$ cat config.mk
export PLATFORM = sky130hd
export DESIGN_NAME = uda_top
export DESIGN_NICKNAME = d
export VERILOG_FILES = /design/src/logic/uda_pkg.sv /design/src/logic/uda_arb.sv /design/src/logic/uda_top.sv
export SDC_FILE = /design/constraint.sdc
export NUM_CORES = 1
export LEC_CHECK = 0
export BUFFER_PORTS_ARGS = -buffer_cell sky130_fd_sc_hd__buf_2
export CAP_MARGIN = 20
export CORE_MARGIN = 2
export CORE_UTILIZATION = 63
export DETAILED_ROUTE_END_ITERATION = 16
export PLACE_DENSITY_LB_ADDON = 0.25
export SYNTH_ARGS = -nofsm -noshare
export SYNTH_HDL_FRONTEND = slang
export SYNTH_SLANG_ARGS = --single-unit
export TNS_END_PERCENT = 100
$ cat constraint.sdc
create_clock -name clk_i -period 4.5 [get_ports clk_i]
set_input_delay 0.225 -clock clk_i [delete_from_list [all_inputs] [get_ports clk_i]]
set_output_delay 0.225 -clock clk_i [all_outputs]
set_load 0.005 [all_outputs]
$ cat src/logic/uda_pkg.sv
/*
 Package for the USB DMA arbiter and address register block.
 Holds register offsets, field positions and reset values; assumes an APB slave with 32-bit data.
*/
package uda_pkg;
    // ==========================================================================
    // Register offsets
    localparam logic [7:0] OFS_ARB      = 8'h3c;
    localparam logic [7:0] OFS_WR_START = 8'h40;
    localparam logic [7:0] OFS_WR_END   = 8'h44;
    localparam logic [7:0] OFS_WR_CUR   = 8'h48;
    localparam logic [7:0] OFS_WR_BUS   = 8'h4c;
    localparam logic [7:0] OFS_RD_START = 8'h50;
    localparam logic [7:0] OFS_RDREQ    = 8'h14;
    localparam logic [7:0] OFS_RDVAL    = 8'h18;
    localparam logic [7:0] OFS_XFER_CTL = 8'h08;
    // ==========================================================================
    // Arbiter setting fields
    localparam int ARB_EN_BIT   = 31;
    localparam int ARB_MODE_BIT = 28;
    localparam int PRIO_W1_LSB  = 12;
    localparam int PRIO_W0_LSB  = 8;
    localparam int PRIO_R1_LSB  = 4;
    localparam int PRIO_R0_LSB  = 0;
    localparam logic [1:0] PRIO_W1_RST = 2'h3;
    localparam logic [1:0] PRIO_W0_RST = 2'h2;
    localparam logic [1:0] PRIO_R1_RST = 2'h1;
    localparam logic [1:0] PRIO_R0_RST = 2'h0;
    localparam logic       ARB_EN_RST  = 1'h1;
    localparam logic       ARB_MODE_RST = 1'h0;
    // ==========================================================================
    // Address and read request
    localparam logic [31:0] ADDR_RST     = 32'h0fffffff;
    localparam logic [31:0] CUR_RST      = 32'h00000000;
    localparam int          RDREQ_BIT    = 31;
    localparam int          RDCLR_BIT    = 30;
    localparam int          RDSEL_LSB    = 2;
    localparam logic [5:0]  RDSEL_WR_CUR = 6'h12;
    localparam int          XFER_EN_BIT  = 0;
    localparam logic [31:0] WORD_STEP    = 32'h00000004;
    localparam logic [31:0] WORD_MASK    = 32'hfffffffc;
    localparam int          NMST         = 4;
    localparam logic [1:0]  MST_R0       = 2'h0;
    localparam logic [1:0]  MST_W0       = 2'h2;
endpackage : uda_pkg

$ cat src/logic/uda_arb.sv
/*
 Grant logic for the four DMA masters toward the system bus.
 Assumes requests arrive on clk_i and are held until granted.
*/
module uda_arb (
    input  wire logic             clk_i,
    input  wire logic             resetn_i,
    input  wire logic             en_i,
    input  wire logic             mode_i,
    input  wire logic [7:0]       prio_i,
    input  wire logic [3:0]       req_i,
    output logic      [3:0]       gnt_o
);
    import uda_pkg::*;

    logic [1:0] last_q;
    logic [1:0] last_d;
    logic [3:0] gnt_c;
    logic [3:0] gnt_q;

    // ==========================================================================
    // Grant choice
    always_comb begin
        logic [2:0] best;
        logic [1:0] idx;
        gnt_c = 4'h0;
        best  = 3'h4;
        idx   = 2'h0;
        if (en_i) begin
            if (mode_i) begin
                for (int i = 0; i < NMST; i++) begin
                    if (req_i[i] && {1'b0, prio_i[2*i +: 2]} < best) begin
                        best = {1'b0, prio_i[2*i +: 2]};
                        idx  = 2'(i);
                    end
                end
                if (best != 3'h4) gnt_c[idx] = 1'b1;
            end else begin
                // Search ends just past the last winner and the last match wins, so the last winner ranks lowest
                for (int k = NMST; k >= 1; k--) begin
                    idx = 2'(last_q + 2'(k));
                    if (req_i[idx]) begin
                        gnt_c    = 4'h0;
                        gnt_c[idx] = 1'b1;
                    end
                end
            end
        end
    end

    always_comb begin
        last_d = last_q;
        for (int i = 0; i < NMST; i++) begin
            if (gnt_c[i]) last_d = 2'(i);
        end
    end

    always_ff @(posedge clk_i) begin
        if (!resetn_i) begin
            last_q <= 2'h3;
            gnt_q  <= 4'h0;
        end else begin
            last_q <= last_d;
            gnt_q  <= gnt_c;
        end
    end

    assign gnt_o = gnt_q;
endmodule : uda_arb

$ cat src/logic/uda_top.sv
/*
 USB DMA arbiter settings, write/read transfer address registers and progress counters.
 Assumes an APB master on clk_i (50 MHz) and DMA datapath strobes from the same clock.
*/
// Chosen here: the APB register port.
// Contract
// - Mode and priority writes ignored unless enable was cleared beforehand.
// - Enable at bit 31, resets to one; zero blocks all DMA bus access.
// - Mode bit 28: zero round-robin, one fixed priority from fields.
// - Four two-bit priority fields at 13:12, 9:8, 5:4, 1:0; zero highest.
// - Priorities reset to 3, 2, 1, 0 for W1, W0, R1, R0.
// - Enable write refused when any two priority fields are equal; checks the fields held before the write, not ones written with it.
// - Second channels' fields stored, drive nothing, but join the distinctness check.
// - Write current address unreadable directly; only through indirect read path.
// - Write current address resets zero, advances per endpoint-to-buffer move.
// - Write bus address advances per bus delivery, recorded word aligned.
// - Write start, end, bus address and read start reset to 0x0fffffff.
// - Read request with selector 0x48 fetches current address, self-clears, flags done.
// - Write transfer enable set after addresses; hardware clears it when finished.
module uda_top (
    input  wire logic        clk_i,
    input  wire logic        resetn_i,
    input  wire logic        psel_i,
    input  wire logic        penable_i,
    input  wire logic        pwrite_i,
    input  wire logic [7:0]  paddr_i,
    input  wire logic [31:0] pwdata_i,
    output logic      [31:0] prdata_o,
    output logic             pready_o,
    output logic             pslverr_o,
    input  wire logic        wr_ep_move_i,
    input  wire logic        wr_bus_move_i,
    input  wire logic [31:0] wr_bus_addr_i,
    input  wire logic        wr_xfer_done_i,
    input  wire logic [3:0]  dma_req_i,
    output logic      [3:0]  dma_gnt_o,
    output logic             write_xfer_enable_o,
    output logic             read_done_flag_o
);
    import uda_pkg::*;

    // ==========================================================================
    // State
    logic        arb_en_q, arb_en_d;
    logic        arb_mode_q, arb_mode_d;
    logic [1:0]  prio_w1_q, prio_w1_d, prio_w0_q, prio_w0_d;
    logic [1:0]  prio_r1_q, prio_r1_d, prio_r0_q, prio_r0_d;
    logic [31:0] wr_start_q, wr_start_d, wr_end_q, wr_end_d;
    logic [31:0] wr_cur_q, wr_cur_d, wr_bus_q, wr_bus_d;
    logic [31:0] rd_start_q, rd_start_d;
    logic        rdreq_q, rdreq_d;
    logic [5:0]  rdsel_q, rdsel_d;
    logic [31:0] rdval_q, rdval_d;
    logic        rddone_q, rddone_d;
    logic        xfer_en_q, xfer_en_d;
    logic [31:0] prdata_q, prdata_d;
    logic        perr_q, perr_d;
    logic        wr_acc, rd_acc, acc_end;

    function automatic logic prio_distinct(input logic [1:0] a, input logic [1:0] b,
                                           input logic [1:0] c, input logic [1:0] d);
        prio_distinct = (a != b) && (a != c) && (a != d) && (b != c) && (b != d) && (c != d);
    endfunction : prio_distinct

    function automatic logic addr_mapped(input logic [7:0] a);
        case (a)
            OFS_ARB, OFS_WR_START, OFS_WR_END, OFS_WR_CUR, OFS_WR_BUS,
            OFS_RD_START, OFS_RDREQ, OFS_RDVAL, OFS_XFER_CTL: addr_mapped = 1'b1;
            default: addr_mapped = 1'b0;
        endcase
    endfunction : addr_mapped

    // ==========================================================================
    // Bus handshake: setup then a single access cycle, always ready
    assign acc_end = psel_i && penable_i;
    assign wr_acc  = acc_end && pwrite_i;
    assign rd_acc  = psel_i && !penable_i && !pwrite_i;
    assign pready_o  = 1'b1;
    assign pslverr_o = perr_q;
    assign prdata_o  = prdata_q;

    // ==========================================================================
    // Arbiter setting
    always_comb begin
        arb_en_d   = arb_en_q;
        arb_mode_d = arb_mode_q;
        prio_w1_d  = prio_w1_q;
        prio_w0_d  = prio_w0_q;
        prio_r1_d  = prio_r1_q;
        prio_r0_d  = prio_r0_q;
        if (wr_acc && paddr_i == OFS_ARB) begin
            // Fields only move while the arbiter already stands disabled
            if (!arb_en_q) begin
                arb_mode_d = pwdata_i[ARB_MODE_BIT];
                prio_w1_d  = pwdata_i[PRIO_W1_LSB +: 2];
                prio_w0_d  = pwdata_i[PRIO_W0_LSB +: 2];
                prio_r1_d  = pwdata_i[PRIO_R1_LSB +: 2];
                prio_r0_d  = pwdata_i[PRIO_R0_LSB +: 2];
            end
            if (!pwdata_i[ARB_EN_BIT]) begin
                arb_en_d = 1'b0;
            end else if (prio_distinct(prio_w1_q, prio_w0_q, prio_r1_q, prio_r0_q)) begin
                arb_en_d = 1'b1;
            end
        end
    end

    // ==========================================================================
    // Address registers and progress counters
    always_comb begin
        wr_start_d = wr_start_q;
        wr_end_d   = wr_end_q;
        rd_start_d = rd_start_q;
        wr_cur_d   = wr_cur_q;
        wr_bus_d   = wr_bus_q;
        xfer_en_d  = xfer_en_q;
        if (wr_acc) begin
            case (paddr_i)
                OFS_WR_START: wr_start_d = pwdata_i;
                OFS_WR_END:   wr_end_d   = pwdata_i;
                OFS_RD_START: rd_start_d = pwdata_i;
                OFS_XFER_CTL: if (pwdata_i[XFER_EN_BIT]) begin
                    xfer_en_d = 1'b1;
                    wr_cur_d  = wr_start_q;
                end
                default: ;
            endcase
        end
        if (xfer_en_q && wr_ep_move_i) begin
            wr_cur_d = wr_cur_q + WORD_STEP;
        end
        if (xfer_en_q && wr_bus_move_i) begin
            wr_bus_d = wr_bus_addr_i & WORD_MASK;
        end
        // Hardware finish wins over a software set in the same cycle
        if (wr_xfer_done_i) begin
            xfer_en_d = 1'b0;
        end
    end

    // ==========================================================================
    // Indirect read of the current address
    always_comb begin
        rdreq_d  = rdreq_q;
        rdsel_d  = rdsel_q;
        rdval_d  = rdval_q;
        rddone_d = rddone_q;
        if (wr_acc && paddr_i == OFS_RDREQ) begin
            rdsel_d = pwdata_i[RDSEL_LSB +: 6];
            if (pwdata_i[RDREQ_BIT]) rdreq_d = 1'b1;
            if (pwdata_i[RDCLR_BIT]) rdreq_d = 1'b0;
            if (pwdata_i[RDREQ_BIT]) rddone_d = 1'b0;
        end
        if (rdreq_q) begin
            rdval_d  = (rdsel_q == RDSEL_WR_CUR) ? wr_cur_q : CUR_RST;
            rdreq_d  = 1'b0;
            rddone_d = 1'b1;
        end
    end

    // ==========================================================================
    // Read data mux, captured in the setup cycle
    always_comb begin
        prdata_d = prdata_q;
        perr_d   = 1'b0;
        if (rd_acc) begin
            case (paddr_i)
                OFS_ARB:      prdata_d = {arb_en_q, 2'h0, arb_mode_q, 14'h0, prio_w1_q, 2'h0,
                                          prio_w0_q, 2'h0, prio_r1_q, 2'h0, prio_r0_q};
                OFS_WR_START: prdata_d = wr_start_q;
                OFS_WR_END:   prdata_d = wr_end_q;
                OFS_WR_CUR:   prdata_d = 32'h00000000;
                OFS_WR_BUS:   prdata_d = wr_bus_q;
                OFS_RD_START: prdata_d = rd_start_q;
                OFS_RDREQ:    prdata_d = {rdreq_q, 23'h0, rdsel_q, 2'h0};
                OFS_RDVAL:    prdata_d = rdval_q;
                OFS_XFER_CTL: prdata_d = {31'h0, xfer_en_q};
                default:      prdata_d = 32'h00000000;
            endcase
        end
        // Decoded in setup so the error stands through the access phase
        if (psel_i && !penable_i) begin
            perr_d = !addr_mapped(paddr_i);
        end
    end

    // ==========================================================================
    // Registers
    always_ff @(posedge clk_i) begin
        if (!resetn_i) begin
            arb_en_q   <= ARB_EN_RST;
            arb_mode_q <= ARB_MODE_RST;
            prio_w1_q  <= PRIO_W1_RST;
            prio_w0_q  <= PRIO_W0_RST;
            prio_r1_q  <= PRIO_R1_RST;
            prio_r0_q  <= PRIO_R0_RST;
            wr_start_q <= ADDR_RST;
            wr_end_q   <= ADDR_RST;
            wr_bus_q   <= ADDR_RST;
            rd_start_q <= ADDR_RST;
            wr_cur_q   <= CUR_RST;
            rdreq_q    <= 1'b0;
            rdsel_q    <= 6'h00;
            rdval_q    <= CUR_RST;
            rddone_q   <= 1'b0;
            xfer_en_q  <= 1'b0;
            prdata_q   <= 32'h00000000;
            perr_q     <= 1'b0;
        end else begin
            arb_en_q   <= arb_en_d;
            arb_mode_q <= arb_mode_d;
            prio_w1_q  <= prio_w1_d;
            prio_w0_q  <= prio_w0_d;
            prio_r1_q  <= prio_r1_d;
            prio_r0_q  <= prio_r0_d;
            wr_start_q <= wr_start_d;
            wr_end_q   <= wr_end_d;
            wr_bus_q   <= wr_bus_d;
            rd_start_q <= rd_start_d;
            wr_cur_q   <= wr_cur_d;
            rdreq_q    <= rdreq_d;
            rdsel_q    <= rdsel_d;
            rdval_q    <= rdval_d;
            rddone_q   <= rddone_d;
            xfer_en_q  <= xfer_en_d;
            prdata_q   <= prdata_d;
            perr_q     <= perr_d;
        end
    end

    assign write_xfer_enable_o = xfer_en_q;
    assign read_done_flag_o    = rddone_q;

    // ==========================================================================
    // Arbiter; only the first write and read channels have hardware behind them
    logic [3:0] gnt;

    uda_arb u_arb (
        .clk_i    (clk_i),
        .resetn_i (resetn_i),
        .en_i     (arb_en_q),
        .mode_i   (arb_mode_q),
        .prio_i   ({prio_w1_q, prio_w0_q, prio_r1_q, prio_r0_q}),
        .req_i    ({1'b0, dma_req_i[MST_W0], 1'b0, dma_req_i[MST_R0]}),
        .gnt_o    (gnt)
    );

    assign dma_gnt_o = gnt;
endmodule : uda_top

==> reports/qor.csv <==
metric,value,unit
nets,1603,
routed length per instance,21.2,um
Hold Path Cell Cnt,3,
remaining number of nets flagged by the antenna check after routing,0,
CP peak stage delay,820,ps
number of CTS-inserted buffers,25,
"EDFF count, synth",0,
final worst path period need,2830,ps
hold path startpoint,pwdata_i[0],
Total GRT Usage,40.0,%
"Worst Path Class, Setup",in -> reg,
max capacitance violation total,0,
critical path's slowest cell,buf_2,
total count of max-transition violations in the final report,0,
wire length of the first global-routing pass,57800,um
FF-to-FF Start,write_xfer_enable_o$_SDFFE_PP0P_,
detailed-route DRC error count,0,
CORE AREA,17200,sq um
proportion of register bits with asynchronous set or reset after synthesis,0,%
worst-margin pin slew,1190,ps
initial DRC count,1674,
setup slack on the worst flop-to-flop path,1690,ps
length of the first detailed-routing pass in iterations,7,
portion of the post-synthesis area used by sequential elements,45.2,%
die boundary width,136,um
reported leakage power,5.48,nW
number of hold buffers added after CTS,60,
Critical Path RT,4940,ps
number of placement rows,48,
synthesized netlist net count,1479,
Starting Density,64.0,%
cell depth of the worst flop-to-flop path,6,
endpoint of the worst register-to-register path,wr_cur_q[16]$_SDFFE_PN0P_,
Post-Synthesis Cell Area,11000,sq um
TritonCTS sink count,249,
die height,136,um
CTS H-Tree Depth,1,
largest buffer count on any clock path,3,
Placer Congestion,0.997,
#FFs+latches synth,249,
share of post-route cells with drive strength above 1,13.3,%
port buffer count,118,
remaining global-route overflow,0,
critical path data arrival time,3260,ps
Cell variety after synth,69,
Synth top area share,45.2,%
RSZ-0062 raised after global routing,no,
library cell occupying the most area in the post-synthesis netlist,dfxtp_1,
CP Capture Type,flip-flop,
number of gates given a new drive strength after cts,0,
leading post-synthesis cells by cell area,"dfxtp_1, nand2_1, nand3_1",
share of the cycle needed by the critical path after routing,62.9,%
largest driver fanout on the critical path,30,
vias in the first global route,10700,
initial antenna violation count,2,
final number of hold-violating endpoints,0,
HPWL after detailed placement,22800,um
Avg Synthesized Cell Area,7.95,sq um
Post-Syn Instances,1389,
final setup vio count,0,
Max Clock Skew,22.6,ps
"commonest cells after routing, fill and taps aside","nand2_1, dfxtp_1, nand3_1",
"commonest non-fill, non-tap cell in the layout",nand2_1,
clock tree from TritonCTS,built,
Via Count,11400,
setup TNS,0,ps
die area,18600,sq um
capture endpoint of the worst hold path,wr_end_q[0]$_SDFFE_PN1P_,
startpoint types,input pin,
IO Count,124,
power density over the cells,374,nW/um^2
worst-path cell chain,"buf_2, clkinv_1, nor3_1, and4_1, and2_1, nor2_1, o31a_1",
fmax,354,MHz
Clock Tree Root,clkbuf_16,
class of the most critical hold timing path,in -> reg,
synth-to-layout area growth,19.6,%
buffers inserted by post-CTS timing repair,0,
CTS clock-pin slew for the worst setup and hold paths,60,ps
maximum number of pins on one net before global-route repair,91,
filler-free cell count of the finished design,1758,
run status,"complete, no violations",
dominant register cell in the synthesized netlist,dfxtp_1,
number of warning messages in the yosys log,0,
placed instance count,1651,
Skew-Pair Late Insertion Delay,550,ps
number of vias per cell after detailed routing,6.50,
worst slew slack as a fraction of its limit,20.9,%
worst ir drop on vdd,0.000358,V
total wirelength of the detailed-routed design,37300,um
[through the flow]
step	area (sq um)	utilization [%]	hold WS (ps)	total power, mW	worst slack, ps
2_1_floorplan	11000	-	302	2.50	2460
3_3_place_gp	11700	67.8	423	2.61	1390
3_5_place_dp	11700	67.8	414	2.62	1350
4_1_cts	13200	76.6	1.92	4.92	1820
5_1_grt	13200	76.6	26.7	5.06	1620
6_report	13200	76.6	10.7	4.94	1670
[critical path, delay by kind of cell]
| family | cells | cell delay [ps] |
|---|---|---|
| buffers and inverters | 2 | 1370 |
| AO/OA/AOI/OAI | 1 | 290 |
| AND/OR/NAND/NOR | 4 | 1350 |
[Yosys cell counts (5+ instances only)]
cell type / count
a211oi_1: 8
a21oi_1: 104
a221oi_1: 12
a22o_1: 20
a22oi_1: 24
a31oi_1: 7
and2_1: 8
and3_1: 8
buf_2: 26
clkbuf_1: 67
dfxtp_1: 249
ha_1: 6
inv_1: 9
mux2i_1: 41
nand2_1: 334
nand2b_1: 38
nand3_1: 178
nand4_1: 12
nor2_1: 50
nor3_1: 20
nor4_1: 5
o211ai_1: 7
o21a_1: 5
o21ai_0: 53
o22ai_1: 7
or3_1: 7
xor2_1: 12
[worst max path at each step]
stage / startpoint / to / slack [ps] / depth (start not counted)
finish: paddr_i[3] / wr_cur_q[9]$_SDFFE_PN0P_ / 1670 / 7
floorplan: u_arb.last_q[1]$_SDFFE_PP1P_ / u_arb.last_q[1]$_SDFFE_PP1P_ / 2460 / 8
detailed placement: paddr_i[3] / wr_cur_q[9]$_SDFFE_PN0P_ / 1350 / 7
CTS: write_xfer_enable_o$_SDFFE_PP0P_ / wr_cur_q[16]$_SDFFE_PN0P_ / 1820 / 6
global route: paddr_i[4] / wr_end_q[15]$_SDFFE_PN1P_ / 1620 / 7
global placement: paddr_i[3] / wr_cur_q[9]$_SDFFE_PN0P_ / 1390 / 7
[routing by layer]
layer / part of all wire [%] / vias to the layer above / GRT usage [%] / routed length [um]
met3: 12 / 158 / 8.09 / 4530
met2: 44 / 811 / 60.9 / 16500
met1: 39 / 5335 / 54.5 / 14500
met5: 0.021 / - / 0 / 8
li1: - / 5115 / - / -
met4: 4.7 / 2 / 19.0 / 1760
[power breakdown]
group | internal (mW) | switching, mW
clock network | 1.40 | 0.914
logic | 0.165 | 0.217
registers | 2.22 | 0.0223
[cell type report]
class | count | area (sq um)
fill | 1171 | 4030
clock inverter | 12 | 206
inverter | 11 | 41.3
clock buffer | 34 | 709
antenna | 1 | 2.50
multi-input combinational | 1030 | 5640
sequential | 249 | 4990
tap | 225 | 282
timing repair buffer | 196 | 1340
[logic make-up (layout without fill, tap and decap cells)]
kind of cell / count (synthesis) / count (layout) / synth area share (%)
AND/OR/NAND/NOR: 693 / 693 / 29.3
flip-flops: 249 / 249 / 45.2
multiplexers: 43 / 43 / 3.92
other: 1 / 2 / 0.0340
buffers and inverters: 110 / 253 / 4.17
XOR/XNOR: 12 / 12 / 0.952
AO/OA/AOI/OAI: 275 / 275 / 15.8
adder cells (fa/ha/maj): 6 / 6 / 0.680
[state kept, by name, indices dropped and copies added (netlist names), 4 cells and up]
signal / flops
u_arb.gnt_o: 4
rd_start_q: 32
rdval_q: 32
wr_cur_q: 32
wr_bus_q: 31
wr_start_q: 32
rdsel_q: 6
prdata_o: 32
wr_end_q: 32
Note: power is estimated with default switching activity, not from simulation.
